--- config.mk ---
export PLATFORM = sky130hd
export DESIGN_NAME = vfk_top
export DESIGN_NICKNAME = d
export VERILOG_FILES = /design/src/vfk_top.v /design/src/vfk_sync.v
export VERILOG_INCLUDE_DIRS = /design/src /design/src/src
export SDC_FILE = /design/constraint.sdc
export NUM_CORES = 1
export LEC_CHECK = 0
export BUFFER_PORTS_ARGS = -buffer_cell sky130_fd_sc_hd__buf_4
export CAP_MARGIN = 25
export CORE_MARGIN = 1
export CORE_UTILIZATION = 30
export DETAILED_ROUTE_END_ITERATION = 6
export HOLD_SLACK_MARGIN = 0.1
export SETUP_SLACK_MARGIN = 0.3
export SKIP_LAST_GASP = 1
export SLEW_MARGIN = 20
export SYNTH_ARGS = -nofsm -noshare
export SYNTH_HDL_FRONTEND = slang
export SYNTH_SLANG_ARGS = --single-unit
--- constraint.sdc ---
create_clock -name clock -period 5.98 [get_ports clock]
set_input_delay 1.495 -clock clock [delete_from_list [all_inputs] [get_ports clock]]
set_output_delay 1.495 -clock clock [all_outputs]
set_load 0.02 [all_outputs]
--- src/vfk_regs.vh ---
// Constants for the display controller key scan and serial port
// What this block does
// - Serial data out changes on each falling edge of the serial clock.
// - Serial data in is sampled on each rising edge of the serial clock.
// - Host holds select low for a whole transfer; device talks only then.
// - Serial data out is high impedance whenever select is high.
// - Standby output high puts grid driver in standby, low for normal use.
// - Row scanning starts only when a key press or release is seen.
// - After one full scan cycle whose key data differs from the stored data the key interrupt goes low.
// - Key interrupt stays low until the key data readout command runs.
// - Columns idle high; a low column means a pressed key.
// - Scanning repeats until the key data readout command has run; it stops after a cycle with no key change if no interrupt is pending.
// - All five rows go low when scanning stops.
// - One scan cycle of the key matrix takes 40 microseconds.
// - A key press in standby raises the interrupt within 5 or 10 ms.
// - A 10-bit dimming value applies to all displayed data.
// - Displayed digit pairs are programmable from one up to sixteen.
// - Every serial byte travels most significant bit first.
// - First byte after select falls is the command, later bytes are data.
// - Status byte is all zeros with new key data, all ones without.
// - Several key changes give a second interrupt after the first is read.
`ifndef VFK_REGS_VH
`define VFK_REGS_VH

// ********************************
// Timing
// ********************************
`define VFK_CLK_NS 20
`define VFK_SCAN_NS 40000
`define VFK_ROWS 5
`define VFK_COLS 6
`define VFK_OSC_NS 250
`define VFK_BLANK_OSC 48
`define VFK_PAIR_OSC 1024
`define VFK_SETTLE_CYC 4

// ********************************
// Commands and fields
// ********************************
`define VFK_CMD_READOUT 8'h10
`define VFK_CMD_NULL 8'h20
`define VFK_CMD_MODE 8'h30
`define VFK_CMD_DIM 8'h40
`define VFK_CMD_DIGITS 8'h50
`define VFK_MODE_STBY_BIT 0
`define VFK_STATUS_NEW 8'h00
`define VFK_STATUS_NONE 8'hff
`define VFK_RX_BYTES 6
`define VFK_DIM_RST 10'h3ff
`define VFK_DIGITS_RST 5'h10

`endif

--- src/vfk_top.v ---
// Key scanner, serial slave port, standby and display cycle timing
`timescale 1ns/1ps
`include "vfk_regs.vh"
module vfk_top #(
    parameter ROW_CYCLES = (`VFK_SCAN_NS / `VFK_ROWS) / `VFK_CLK_NS,
    parameter PAIR_CYCLES = (`VFK_PAIR_OSC * `VFK_OSC_NS) / `VFK_CLK_NS,
    parameter BLANK_CYCLES = (`VFK_BLANK_OSC * `VFK_OSC_NS + `VFK_CLK_NS - 1) / `VFK_CLK_NS
) (
    // Clock and reset
    input wire clock,
    input wire rstn,
    // Serial host port
    input wire sel_n,
    input wire sclk,
    input wire sdi,
    output reg sdo_out,
    output reg sdo_oe,
    // Key matrix
    input wire [5:0] key_column_in,
    output reg [4:0] key_row_out,
    output reg key_event_irq_n,
    // Grid driver and display settings
    output reg standby_out,
    output reg [9:0] dim_value_out,
    output reg [4:0] digit_pairs_out,
    output reg display_blank_out
);

// ********************************
// Input synchronisers
// ********************************
wire [8:0] pins_s;
reg sclk_d_reg;
reg sel_d_reg;

vfk_sync #(.W(9), .RST_VAL(9'h1ff)) u_sync (
    .clock(clock),
    .rstn(rstn),
    .din({sdi, sel_n, sclk, key_column_in}),
    .dout(pins_s)
);

wire [5:0] col_s = pins_s[5:0];
wire sclk_s = pins_s[6];
wire sel_s = pins_s[7];
wire sdi_s = pins_s[8];
wire sclk_rise = sclk_s & ~sclk_d_reg;
wire sclk_fall = ~sclk_s & sclk_d_reg;
wire sel_fall = ~sel_s & sel_d_reg;
wire sel_rise = sel_s & ~sel_d_reg;
wire active = ~sel_s;

// ********************************
// Serial port state
// ********************************
reg [2:0] bit_cnt_reg;
reg [7:0] rx_reg;
reg [7:0] cmd_reg;
reg cmd_valid_reg;
reg [2:0] byte_idx_reg;
reg [7:0] tx_reg;
reg [2:0] dbyte_reg;
reg pending_reg;
reg [29:0] key_data_reg;

wire [7:0] rx_byte = {rx_reg[6:0], sdi_s};
wire byte_done = active & sclk_rise & (bit_cnt_reg == 3'h7);
wire cmd_reads = (rx_byte == `VFK_CMD_READOUT) | (rx_byte == `VFK_CMD_NULL);
wire keep_reads = (cmd_reg == `VFK_CMD_READOUT) | (cmd_reg == `VFK_CMD_NULL);
wire [7:0] status_byte = pending_reg ? `VFK_STATUS_NEW : `VFK_STATUS_NONE;
wire readout_done = sel_rise & cmd_valid_reg & (cmd_reg == `VFK_CMD_READOUT);

reg [2:0] next_idx;
reg [7:0] next_tx;
reg [5:0] row_byte;

always @* begin
    next_idx = 3'h0;
    if (byte_idx_reg != 3'h5) begin
        next_idx = byte_idx_reg + 3'h1;
    end
    row_byte = key_data_reg[6*byte_idx_reg +: 6];
    next_tx = status_byte;
    if (byte_idx_reg == 3'h0) begin
        if (cmd_reads) begin
            next_tx = {2'b00, key_data_reg[5:0]};
        end
    end else if (keep_reads && (byte_idx_reg != 3'h5)) begin
        next_tx = {2'b00, key_data_reg[6*next_idx - 6 +: 6]};
    end
end

always @(posedge clock or negedge rstn) begin
    if (!rstn) begin
        sclk_d_reg <= 1'b1;
        sel_d_reg <= 1'b1;
        bit_cnt_reg <= 3'h0;
        rx_reg <= 8'h00;
        cmd_reg <= 8'h00;
        cmd_valid_reg <= 1'b0;
        byte_idx_reg <= 3'h0;
        dbyte_reg <= 3'h0;
        tx_reg <= 8'hff;
        sdo_out <= 1'b1;
        sdo_oe <= 1'b0;
    end else begin
        sclk_d_reg <= sclk_s;
        sel_d_reg <= sel_s;
        sdo_oe <= active;
        if (!active) begin
            bit_cnt_reg <= 3'h0;
            byte_idx_reg <= 3'h0;
            dbyte_reg <= 3'h0;
        end
        if (sel_rise) begin
            cmd_valid_reg <= 1'b0;
        end
        if (sel_fall) begin
            tx_reg <= status_byte;
            sdo_out <= status_byte[7];
        end else if (active && sclk_fall) begin
            sdo_out <= tx_reg[~bit_cnt_reg];
        end
        if (active && sclk_rise) begin
            rx_reg <= rx_byte;
            bit_cnt_reg <= bit_cnt_reg + 3'h1;
        end
        if (byte_done) begin
            byte_idx_reg <= next_idx;
            tx_reg <= next_tx;
            if (!cmd_valid_reg) begin
                cmd_reg <= rx_byte;
                cmd_valid_reg <= 1'b1;
            end else if (dbyte_reg != 3'h7) begin
                dbyte_reg <= dbyte_reg + 3'h1;
            end
        end
    end
end

// ********************************
// Command execution
// ********************************
reg standby_reg;
reg start_scan;

always @(posedge clock or negedge rstn) begin
    if (!rstn) begin
        standby_reg <= 1'b0;
        standby_out <= 1'b0;
        dim_value_out <= `VFK_DIM_RST;
        digit_pairs_out <= `VFK_DIGITS_RST;
    end else begin
        standby_out <= standby_reg;
        if (sel_fall || start_scan) begin
            standby_reg <= 1'b0;
        end else if (byte_done && cmd_valid_reg && (cmd_reg == `VFK_CMD_MODE)) begin
            standby_reg <= rx_byte[`VFK_MODE_STBY_BIT];
        end
        if (byte_done && cmd_valid_reg && (cmd_reg == `VFK_CMD_DIM)) begin
            if (dbyte_reg == 3'h0) begin
                dim_value_out[9:8] <= rx_byte[1:0];
            end else if (dbyte_reg == 3'h1) begin
                dim_value_out[7:0] <= rx_byte;
            end
        end
        if (byte_done && cmd_valid_reg && (cmd_reg == `VFK_CMD_DIGITS)) begin
            digit_pairs_out <= {1'b0, rx_byte[3:0]} + 5'h01;
        end
    end
end

// ********************************
// Key scanner
// ********************************
reg scanning_reg;
reg [2:0] row_idx_reg;
reg [15:0] slot_cnt_reg;
reg [29:0] scan_buf_reg;
reg [2:0] settle_reg;
reg [5:0] ref_cols;
integer i;

wire [5:0] pressed = ~col_s;
wire slot_end = scanning_reg & (slot_cnt_reg == ROW_CYCLES - 1);
wire cycle_end = slot_end & (row_idx_reg == 3'h4);
wire [29:0] new_data = {pressed, scan_buf_reg[23:0]};
wire set_irq = cycle_end & ~pending_reg & (new_data != key_data_reg);

always @* begin
    ref_cols = 6'h00;
    for (i = 0; i < 5; i = i + 1) begin
        ref_cols = ref_cols | key_data_reg[6*i +: 6];
    end
    start_scan = ~scanning_reg & (settle_reg == `VFK_SETTLE_CYC) & (pressed != ref_cols);
end

always @(posedge clock or negedge rstn) begin
    if (!rstn) begin
        scanning_reg <= 1'b0;
        row_idx_reg <= 3'h0;
        slot_cnt_reg <= 16'h0000;
        scan_buf_reg <= 30'h0;
        settle_reg <= 3'h0;
        key_data_reg <= 30'h0;
        pending_reg <= 1'b0;
        key_row_out <= 5'h00;
        key_event_irq_n <= 1'b1;
    end else begin
        if (scanning_reg || start_scan) begin
            settle_reg <= 3'h0;
        end else if (settle_reg != `VFK_SETTLE_CYC) begin
            settle_reg <= settle_reg + 3'h1;
        end
        if (start_scan) begin
            scanning_reg <= 1'b1;
            row_idx_reg <= 3'h0;
            slot_cnt_reg <= 16'h0000;
        end else if (slot_end) begin
            slot_cnt_reg <= 16'h0000;
            scan_buf_reg[6*row_idx_reg +: 6] <= pressed;
            if (row_idx_reg == 3'h4) begin
                row_idx_reg <= 3'h0;
                if (!pending_reg && !set_irq) begin
                    scanning_reg <= 1'b0;
                end
            end else begin
                row_idx_reg <= row_idx_reg + 3'h1;
            end
        end else if (scanning_reg) begin
            slot_cnt_reg <= slot_cnt_reg + 16'h0001;
        end
        if (set_irq) begin
            key_data_reg <= new_data;
            pending_reg <= 1'b1;
        end else if (readout_done) begin
            pending_reg <= 1'b0;
            scanning_reg <= 1'b0;
        end
        key_event_irq_n <= ~(pending_reg | set_irq);
        if (scanning_reg && !(readout_done && !set_irq)) begin
            key_row_out <= ~(5'h01 << row_idx_reg);
        end else begin
            key_row_out <= 5'h00;
        end
    end
end

// ********************************
// Display cycle and blanking
// ********************************
reg [15:0] disp_cnt_reg;
reg [4:0] pair_cnt_reg;
reg blank_reg;

always @(posedge clock or negedge rstn) begin
    if (!rstn) begin
        disp_cnt_reg <= 16'h0000;
        pair_cnt_reg <= 5'h00;
        blank_reg <= 1'b1;
        display_blank_out <= 1'b1;
    end else begin
        display_blank_out <= blank_reg | standby_reg;
        if (standby_reg) begin
            disp_cnt_reg <= 16'h0000;
            pair_cnt_reg <= 5'h00;
            blank_reg <= 1'b1;
        end else if (blank_reg) begin
            if (disp_cnt_reg == BLANK_CYCLES - 1) begin
                disp_cnt_reg <= 16'h0000;
                blank_reg <= 1'b0;
            end else begin
                disp_cnt_reg <= disp_cnt_reg + 16'h0001;
            end
        end else if (disp_cnt_reg == PAIR_CYCLES - 1) begin
            disp_cnt_reg <= 16'h0000;
            if (pair_cnt_reg + 5'h01 >= digit_pairs_out) begin
                pair_cnt_reg <= 5'h00;
                blank_reg <= 1'b1;
            end else begin
                pair_cnt_reg <= pair_cnt_reg + 5'h01;
            end
        end else begin
            disp_cnt_reg <= disp_cnt_reg + 16'h0001;
        end
    end
end

endmodule

--- src/vfk_sync.v ---
// Two flip-flop synchroniser for pin inputs
`timescale 1ns/1ps
module vfk_sync #(
    parameter W = 1,
    parameter [W-1:0] RST_VAL = {W{1'b1}}
) (
    // Clock and reset
    input wire clock,
    input wire rstn,
    // Data
    input wire [W-1:0] din,
    output reg [W-1:0] dout
);

reg [W-1:0] meta_reg;

always @(posedge clock or negedge rstn) begin
    if (!rstn) begin
        meta_reg <= RST_VAL;
        dout <= RST_VAL;
    end else begin
        meta_reg <= din;
        dout <= meta_reg;
    end
end

endmodule

# After elaboration in Yosys (flattened, before gate mapping)
# Cells that the tools add are included.
word_totals:
  input_bits: 11
  reg_bits: 185
op_classes:
  n_mul: 2
  shift: 4
  reduce_logical: 32
  n_eq_ne: 20
  add_sub_neg: 11
  n_mux: 54
  n_lt_le_gt_ge: 2
  bitwise_logic: 35
ops:
  columns: ["cell", "count"]
  rows:
  - ["$mux W16", 7]
  - ["$mux W8", 6]
  - ["$mux W3", 13]
  - ["$neg A6 Y34", 1]
  - ["$shift A6 B34 Y30 const A", 1]
  - ["$shiftx A6 B34 Y30", 1]
  - ["$shiftx A30 B33 Y6", 1]
  - ["$add A16 B1 Y16 const B", 2]
  - ["$bwmux W30", 1]
  - ["$ne A30 B30 Y1", 1]
  - ["$mux W5", 5]
  - ["$eq A8 B6 Y1 const B", 3]
  - ["$or A6 B6 Y6", 4]
  - ["$mux W1", 21]
  - ["$reduce_bool A2 Y1", 9]
  - ["$eq A16 B10 Y1 const B", 1]
  - ["$eq A16 B14 Y1 const B", 1]
  - ["$eq A16 B9 Y1 const B", 1]
  - ["$eq A8 B5 Y1 const B", 2]
  - ["$eq A8 B7 Y1 const B", 2]
  - ["$add A3 B1 Y3 const B", 5]
  - ["$and A1 B1 Y1", 14]
  - ["$logic_and A1 B1 Y1", 10]
  - ["$mul A2 B3 Y5 const A", 2]
  - ["other kinds (23)", 46]

# Depth between registers and ports, before layout
# Gate-level depths: netlist of the first run.
depth:
  word_depth: 13
  depth_mapped: 15
  mapped_depth_nobuf: 10

# Modules after synthesis
# Synthesis of the first run repeated with hierarchy kept, for this count alone.
unflattened:
  hier_cells: 959
  hier_area_um2: 9725.6
modules_own_cells:
  columns: ["module", "area_per_inst_um2", "n_inst", "seq_area_each_um2", "cells_each"]
  rows:
  - ["vfk_top", 9252.6, 1, 4033.9, 941]
  - ["vfk_sync", 473.0, 1, 473.0, 18]

# Worst setup path after synthesis of the first run
# OpenSTA, ideal clock, no wires.
synth_timing:
  path_kind: "reg-to-reg"
  startpoint: "reg byte_idx_reg[0]"
  endpoint: "reg tx_reg[3]"
  setup_time_ns: 0.073
  stages_incl_launch_ff: 16
  arrival_ns: 3.370
  path_slack_ns: 2.537
  period_less_slack_ns: 3.443
  cell_sequence: "dfrtp_1 clkbuf_1 buf_2 buf_1 buf_2 mux2_2 ha_1 buf_2 buf_2 buf_1 nand2_1 nand3_1 o221ai_1 a211oi_1 o22ai_1 a21oi_1"
synth_between:
  elab_chain_len: 8
synth_lines:
  columns: ["element", "line_no", "text"]
  rows:
  - ["from (decl)", "vfk_top.v:60", "reg [2:0] byte_idx_reg;"]
  - ["from (signal assigned)", "vfk_top.v:129", "byte_idx_reg <= next_idx;"]
  - ["$add A3 B1 Y3 / $ne A3 B3 Y1 (equally long branches)", "vfk_top.v:80, vfk_top.v:79, vfk_top.v:88", null]
  - ["$mux W3", "vfk_top.v:79", "if (byte_idx_reg != 3'h5) begin"]
  - ["$mul A2 B3 Y5", "vfk_top.v:89", "next_tx = {2'b00, key_data_reg[6*next_idx - 6 +: 6]};"]
  - ["$sub A6 B3 Y7", "vfk_top.v:89", null]
  - ["$shiftx A30 B33 Y6", "vfk_top.v:89", null]
  - ["$mux W8", "vfk_top.v:88", "end else if (keep_reads && (byte_idx_reg != 3'h5)) begin"]
  - ["$mux W8 *", "vfk_top.v:84", "if (byte_idx_reg == 3'h0) begin"]
  - ["$mux W8 *", "vfk_top.v:128", "if (byte_done) begin"]
  - ["to (signal assigned)", "vfk_top.v:119", "tx_reg <= status_byte;"]
  - ["to (signal assigned)", "vfk_top.v:130", "tx_reg <= next_tx;"]
  - ["to (decl)", "vfk_top.v:61", "reg [7:0] tx_reg;"]
# Mark *: on every way between the ends. The rest lies on a longest branch, timed or not.
# A chain may end at the register's enable or synchronous reset.

# Final worst setup path of the first run
layout_timing:
  startpoint: "reg byte_idx_reg[2]"
  endpoint: "reg tx_reg[2]"
# The elaborated chain is that of the path after synthesis.

==> results of run 1 <==
power breakdown:
group / leakage (nW) / switching [mW] / internal [mW]
clock network: 0.291 / 0.521 / 0.614
logic: 2.14 / 0.101 / 0.0795
registers: 2.28 / 0.0803 / 1.27
Yosys cell counts (all sizes together) (7+ instances only):
master,instances,area share
dfstp,42,0.11
a22oi,8,0.0060
dfrtp,136,0.34
nand2,73,0.027
mux2,76,0.085
o22ai,20,0.012
nand4,21,0.014
a21oi,55,0.028
ha,29,0.036
or3,12,0.0080
or2,8,0.0052
clkbuf,18,0.0067
buf,27,0.015
or4,8,0.0064
xnor2,36,0.031
nand2b,11,0.0069
mux2i,15,0.015
inv,36,0.013
nor4,8,0.0050
xor2,23,0.020
a211oi,13,0.0097
nor2b,17,0.011
nor3,23,0.011
nor2,65,0.025
o211ai,7,0.0052
and4,9,0.0079
a21o,17,0.013
o21ai,48,0.024
and3,13,0.0081
nand3,41,0.020
placed cells by master (no fill, tap or decap), types with 5 or more instances in the layout:
cell	instances
dfrtp_1	136
buf_4	40
o22ai_1	20
xor2_1	23
a21oi_1	53
clkbuf_16	17
a211oi_1	13
ha_1	28
nor4_1	8
a22oi_1	8
nand4_1	20
o21ai_0	47
xnor2_1	36
mux2_2	76
mux2i_1	15
nor3_1	23
inv_1	36
nor2_1	64
nand2b_1	11
dfstp_2	42
a31oi_1	5
nor2b_1	17
a32oi_1	6
o211ai_1	7
and3_1	13
nand3_1	41
nand2_1	73
or4_1	7
and4_1	9
or3_1	11
a21o_1	16
how the worst max path moves through the flow:
stage	startpoint	end	slack (ns)
after global routing	byte_idx_reg[2]	tx_reg[2]	1.69
after detailed placement	byte_idx_reg[2]	tx_reg[2]	1.82
final	byte_idx_reg[2]	tx_reg[2]	2.01
after global placement	byte_idx_reg[2]	tx_reg[2]	1.94
after CTS	byte_idx_reg[2]	tx_reg[2]	1.79
after floorplan	byte_idx_reg[0]	tx_reg[3]	2.54
worst max-delay path, cell delays in order, from the launching register on:
cell	delay, ns
dfrtp_1	0.83
nor2_1	0.29
a21oi_2	0.37
inv_1	0.09
ha_2	0.52
nor2b_1	0.40
and2_0	0.17
o311ai_0	0.17
nor2_1	0.36
o311ai_1	0.19
a2111oi_0	0.44
cell families (layout without fill, tap and decap cells):
logic type / after synthesis / count (layout) / synth area share
compound gates: 226 / 226 / 0.1504
xor+xnor: 59 / 59 / 0.05146
fa+ha+maj: 30 / 30 / 0.03813
buf+inv: 82 / 110 / 0.03551
flops: 178 / 178 / 0.4488
mux: 94 / 94 / 0.1069
other cells: 0 / 1 / 0
simple gates: 325 / 325 / 0.1687
metal layers:
layer | up-vias | GRT usage | routed length (µm)
li1 | 3670 | - | -
met1 | 3842 | 0.2126 | 12090
met2 | 179 | 0.2397 | 11570
met3 | 25 | 0.03008 | 1016
met4 | 0 | 0.04628 | 364
met5 | - | 0 | 0
through the flow:
| step | cell area, µm² | hold WS (ns) | worst slack (ns) | std cells | utilization |
|---|---|---|---|---|---|
| 6_report | 11290 | 0.3563 | 2.012 | 1465 | 0.3453 |
| 5_1_grt | 11290 | 0.3617 | 1.694 | 1464 | 0.3452 |
| 4_1_cts | 11290 | 0.3573 | 1.791 | 1464 | 0.3452 |
| 2_1_floorplan | 10040 | 0.3452 | 2.537 | 994 | - |
| 3_5_place_dp | 10690 | 0.3468 | 1.822 | 1432 | 0.3268 |
| 3_3_place_gp | 10690 | 0.3465 | 1.944 | 1432 | 0.3268 |
cell type report:
| class | count | area, µm² |
|---|---|---|
| diodes | 1 | 2.502 |
| clock inverters | 13 | 146.4 |
| flip-flops and latches | 178 | 4507 |
| fillers | 3347 | 21410 |
| multi-input cells | 734 | 5180 |
| clock buffers | 19 | 452.9 |
| inverters | 37 | 138.9 |
| repair buffers | 41 | 311.5 |
| well taps | 442 | 553.0 |
==> impl_results.md, run 1 <==
- Min Tclk post-route: 3.968 ns
- Via count: 7716
- Routed Wire Length: 25.04 mm
- Register area share after synthesis: 0.4488
- Max FFs per register: 30
- Row cnt: 66
- CTS Hold Bufs: 0
- Number of remaining DRC errors: 0
- Cell variety after synth: 82
- Crit path DAT: 4.28 ns
- CTS buffer count: 17
- Detailed Routing Iterations Pass 1: 5
- Ports: 36
- Clock tree from TritonCTS: yes
- Leak pwr: 4.707 nW
- Clock buffer depth: 2
- Final Max Slew Viols: 0
- HP Class: reg2reg
- Die area: 0.03420 mm²
- Worst-Skew Late Latency: 0.44 ns
- Post-synth EDFFs: 0
- Hold path start: u_sync.meta_reg[8]
- Final Setup Violations: 0
- Final HPWL DP: 17.85 mm
- Vias in the first global route: 7444
- Worst Setup Path Type: reg2reg
- Width of the die: 184.9 µm
- Worst reg2reg endpoint: tx_reg[2]
- Status: finished, final reports clean
- P per Cell Area: 235.8 mW/mm²
- RSZ-0062 raised after global routing: no
- Nets: 1050
- Tot GR Track Use: 0.1532
- Initial antenna violation count: 0
- Largest net degree at the start of global routing: 93
- RR Startpoint: byte_idx_reg[2]
- Grt total ovfl: 0
- Clock Root Buffer: clkbuf_16
- CP required: 6.29 ns
- Setup_tns: 0 ns
- Cells on worst reg2reg path: 10
- Synth Cell Area: 0.01004 mm²
- WHS Endpoint: u_sync.dout[8]
- Post-CTS Resized: 0
- Yosys reg bits: 178
- Htree depth: 4
- GP Congestion: 0.8965
- Slew HR: 0.3501
- Setup crit end kind: flip-flop
- Worst Path Max Fanout: 35
- Initial core utilization: 0.3070
- Drt wl/cell: 17.09 µm
- Clock skew: 0.01228 ns
- Fin crit share: 0.6636
- Hold Path Cell Cnt: 0
- Setup bufs post-CTS: 0
- Die Y: 184.9 µm
- Final Power: 2.663 mW
- Antenna-violating nets left: 0
- Reg2Reg Setup Slack: 2.01 ns
- Share of cells above drive strength 1: 0.2065
- Worst setup SP type: flip-flop
- First-pass GRT wire length: 40.90 mm
- DRT iter0 DRCs: 591
- Synth-to-Final Area Change: 12.46%
- Worst VDD drop: 0.2041 mV
- Top FF cell, synth: dfrtp_1
- Post-synthesis cell count: 994
- Clk pin slew, worst setup/hold paths: 0.07 ns
- Core area: 0.03270 mm²
- Clock sink count: 178
- Final hold vios: 0
- Avg Cell Area, Syn: 10.10 µm²
- Max-Cap Viols: 0
- Syn_nets: 1035
- Fmax achieved: 252.0 MHz
- I/O Buffers: 35
- Synth warnings: 0
- Post-synth ARST share: 1.000
- Worst Tran Pin Value: 0.9660 ns
- Routed vias/inst: 5.267
Power figures use the tool's default switching activity.
==> run 2: changes to the inputs <==
Clock period 5.98 ns to 3.5 ns, I/O delays scaled along.
==> run 2 against run 1 <==
Final area rose by 2.0%. Sequential cell count did not move. Utilization rose by 0.70 points. Power rose by 69%. Via count rose by 1.8%. Sequential power rose by 70%. Die area did not move. Largest cell class unchanged. Highest routed layer unchanged.
==> impl_results.md, run 2 (synthesis results as in run 1) <==
- Clock tree from TritonCTS: yes
- Final Setup Violations: 0
- Clock buffer depth: 2
- ANT cells: 0
- Fmax achieved: 320.0 MHz
- Final hold vios: 0
- Worst VDD drop: 0.3540 mV
- Width of the die: 184.9 µm
- Share of cells above drive strength 1: 0.2334
- Worst-Skew Late Latency: 0.45 ns
- Ports: 36
- Htree depth: 4
- Status: finished, final reports clean
- Row cnt: 66
- Tot GR Track Use: 0.1627
- RR Startpoint: row_idx_reg[1]
- Fin crit share: 0.8930
- Drt wl/cell: 17.66 µm
- Initial antenna violation count: 0
- Setup bufs post-CTS: 0
- Nets: 1082
- Slew HR: 0.4956
- Final Power: 4.505 mW
- Clock skew: 0.01035 ns
- Worst Setup Path Type: reg2reg
- FILL cells: 3362
- Antenna-violating nets left: 0
- Clock Root Buffer: clkbuf_16
- Core area: 0.03270 mm²
- Hold path start: u_sync.meta_reg[7]
- Worst setup SP type: flip-flop
- Min Tclk post-route: 3.125 ns
- Worst Path Max Fanout: 7
- RSZ-0062 raised after global routing: yes
- Initial core utilization: 0.3070
- Crit path DAT: 3.47 ns
- Leak pwr: 4.867 nW
- I/O Buffers: 35
- Post-Place Cells: 1464
- Setup_tns: 0 ns
- P per Cell Area: 390.9 mW/mm²
- DRT iter0 DRCs: 481
- Detailed Routing Iterations Pass 1: 5
- CTS Hold Bufs: 0
- Util after Layout: 0.3523
- Dpl ws: 0.2624 ns
- Worst hold slack: 0.3470 ns
- Seq. cell area: 0.004508 mm²
- HP Class: reg2reg
- Clock sink count: 178
- Routed vias/inst: 5.252
- First-pass GRT wire length: 43.51 mm
- Largest net degree at the start of global routing: 82
- Critical Path Start: row_idx_reg[1]
- Final instance area: 0.01152 mm²
- Number of remaining DRC errors: 0
- Max-Cap Viols: 0
- Via count: 7857
- Die area: 0.03420 mm²
- Final Max Slew Viols: 0
- Vias in the first global route: 7935
- Setup WS post-layout: 0.3746 ns
- Max FFs per register: 30
- GP Congestion: 0.8894
- Grt total ovfl: 0
- Final HPWL DP: 19.27 mm
- Cell Count, Final, Fillers Out: 1496
- Routed Wire Length: 26.42 mm
- Setup crit end kind: flip-flop
- Clk pin slew, worst setup/hold paths: 0.08 ns
- Die Y: 184.9 µm
- CTS buffer count: 17
- Synth-to-Final Area Change: 14.75%
- Leading cell type in the layout, fill and taps excluded: dfrtp_1
- Multi-input combinational cell area: 0.005191 mm²
- Commonest non-fill, non-tap cells in the layout: dfrtp_1, mux2_2, nand2_1
- Worst Tran Pin Value: 0.7496 ns
- CP required: 3.84 ns
- DP Area: 0.01094 mm²
==> run 2: layout make-up <==
cell class / instances / share of cell area
clock buffer: 19 / 0.03942
clock inverter: 13 / 0.009556
multi-input combinational: 734 / 0.4505
timing repair buffer: 73 / 0.04919
sequential: 178 / 0.3912
inverter: 37 / 0.01205
tap: 442 / 0.04800
==> run 2: worst max-delay path: stages (launching register included) <==
cell and delay, ns:
dfrtp_2 0.46, ha_1 0.23, fa_2 0.50, a211o_1 0.33, or4_4 0.52, or3_4 0.40
o21a_1 0.12, nor2_2 0.12, mux2_2 0.34
==> run 2: power breakdown <==
part	switching, mW	internal [mW]
clock network	0.905	0.977
registers	0.138	2.16
logic	0.181	0.141
==> run 2: metal layers <==
layer / track usage / vias to the layer above / wire (µm)
met2: 0.2699 / 167 / 12750
met4: 0.05521 / 0 / 575
met1: 0.2128 / 3921 / 12140
li1: - / 3728 / -
met3: 0.02851 / 41 / 947
met5: 0 / - / 0
==> run 2: path summary, 6_finish.rpt <==
kind	to	slack (ns)	cells past startpoint
setup / recovery	scan_buf_reg[2]	0.37	8
hold / removal	u_sync.dout[7]	0.35	0
setup reg to reg	scan_buf_reg[2]	0.37	8
hold reg to reg	u_sync.dout[7]	0.35	0
max in group asynchronous	u_sync.dout[1]	2.15	2
min in group asynchronous	pair_cnt_reg[4]	0.47	1
==> run 2: repair_timing <==
item / CTS / global route
cloned: 0 / 0
setup endpoints to repair: 4 / 11
pin swaps: 0 / 2
gates resized for setup: 1 / 4
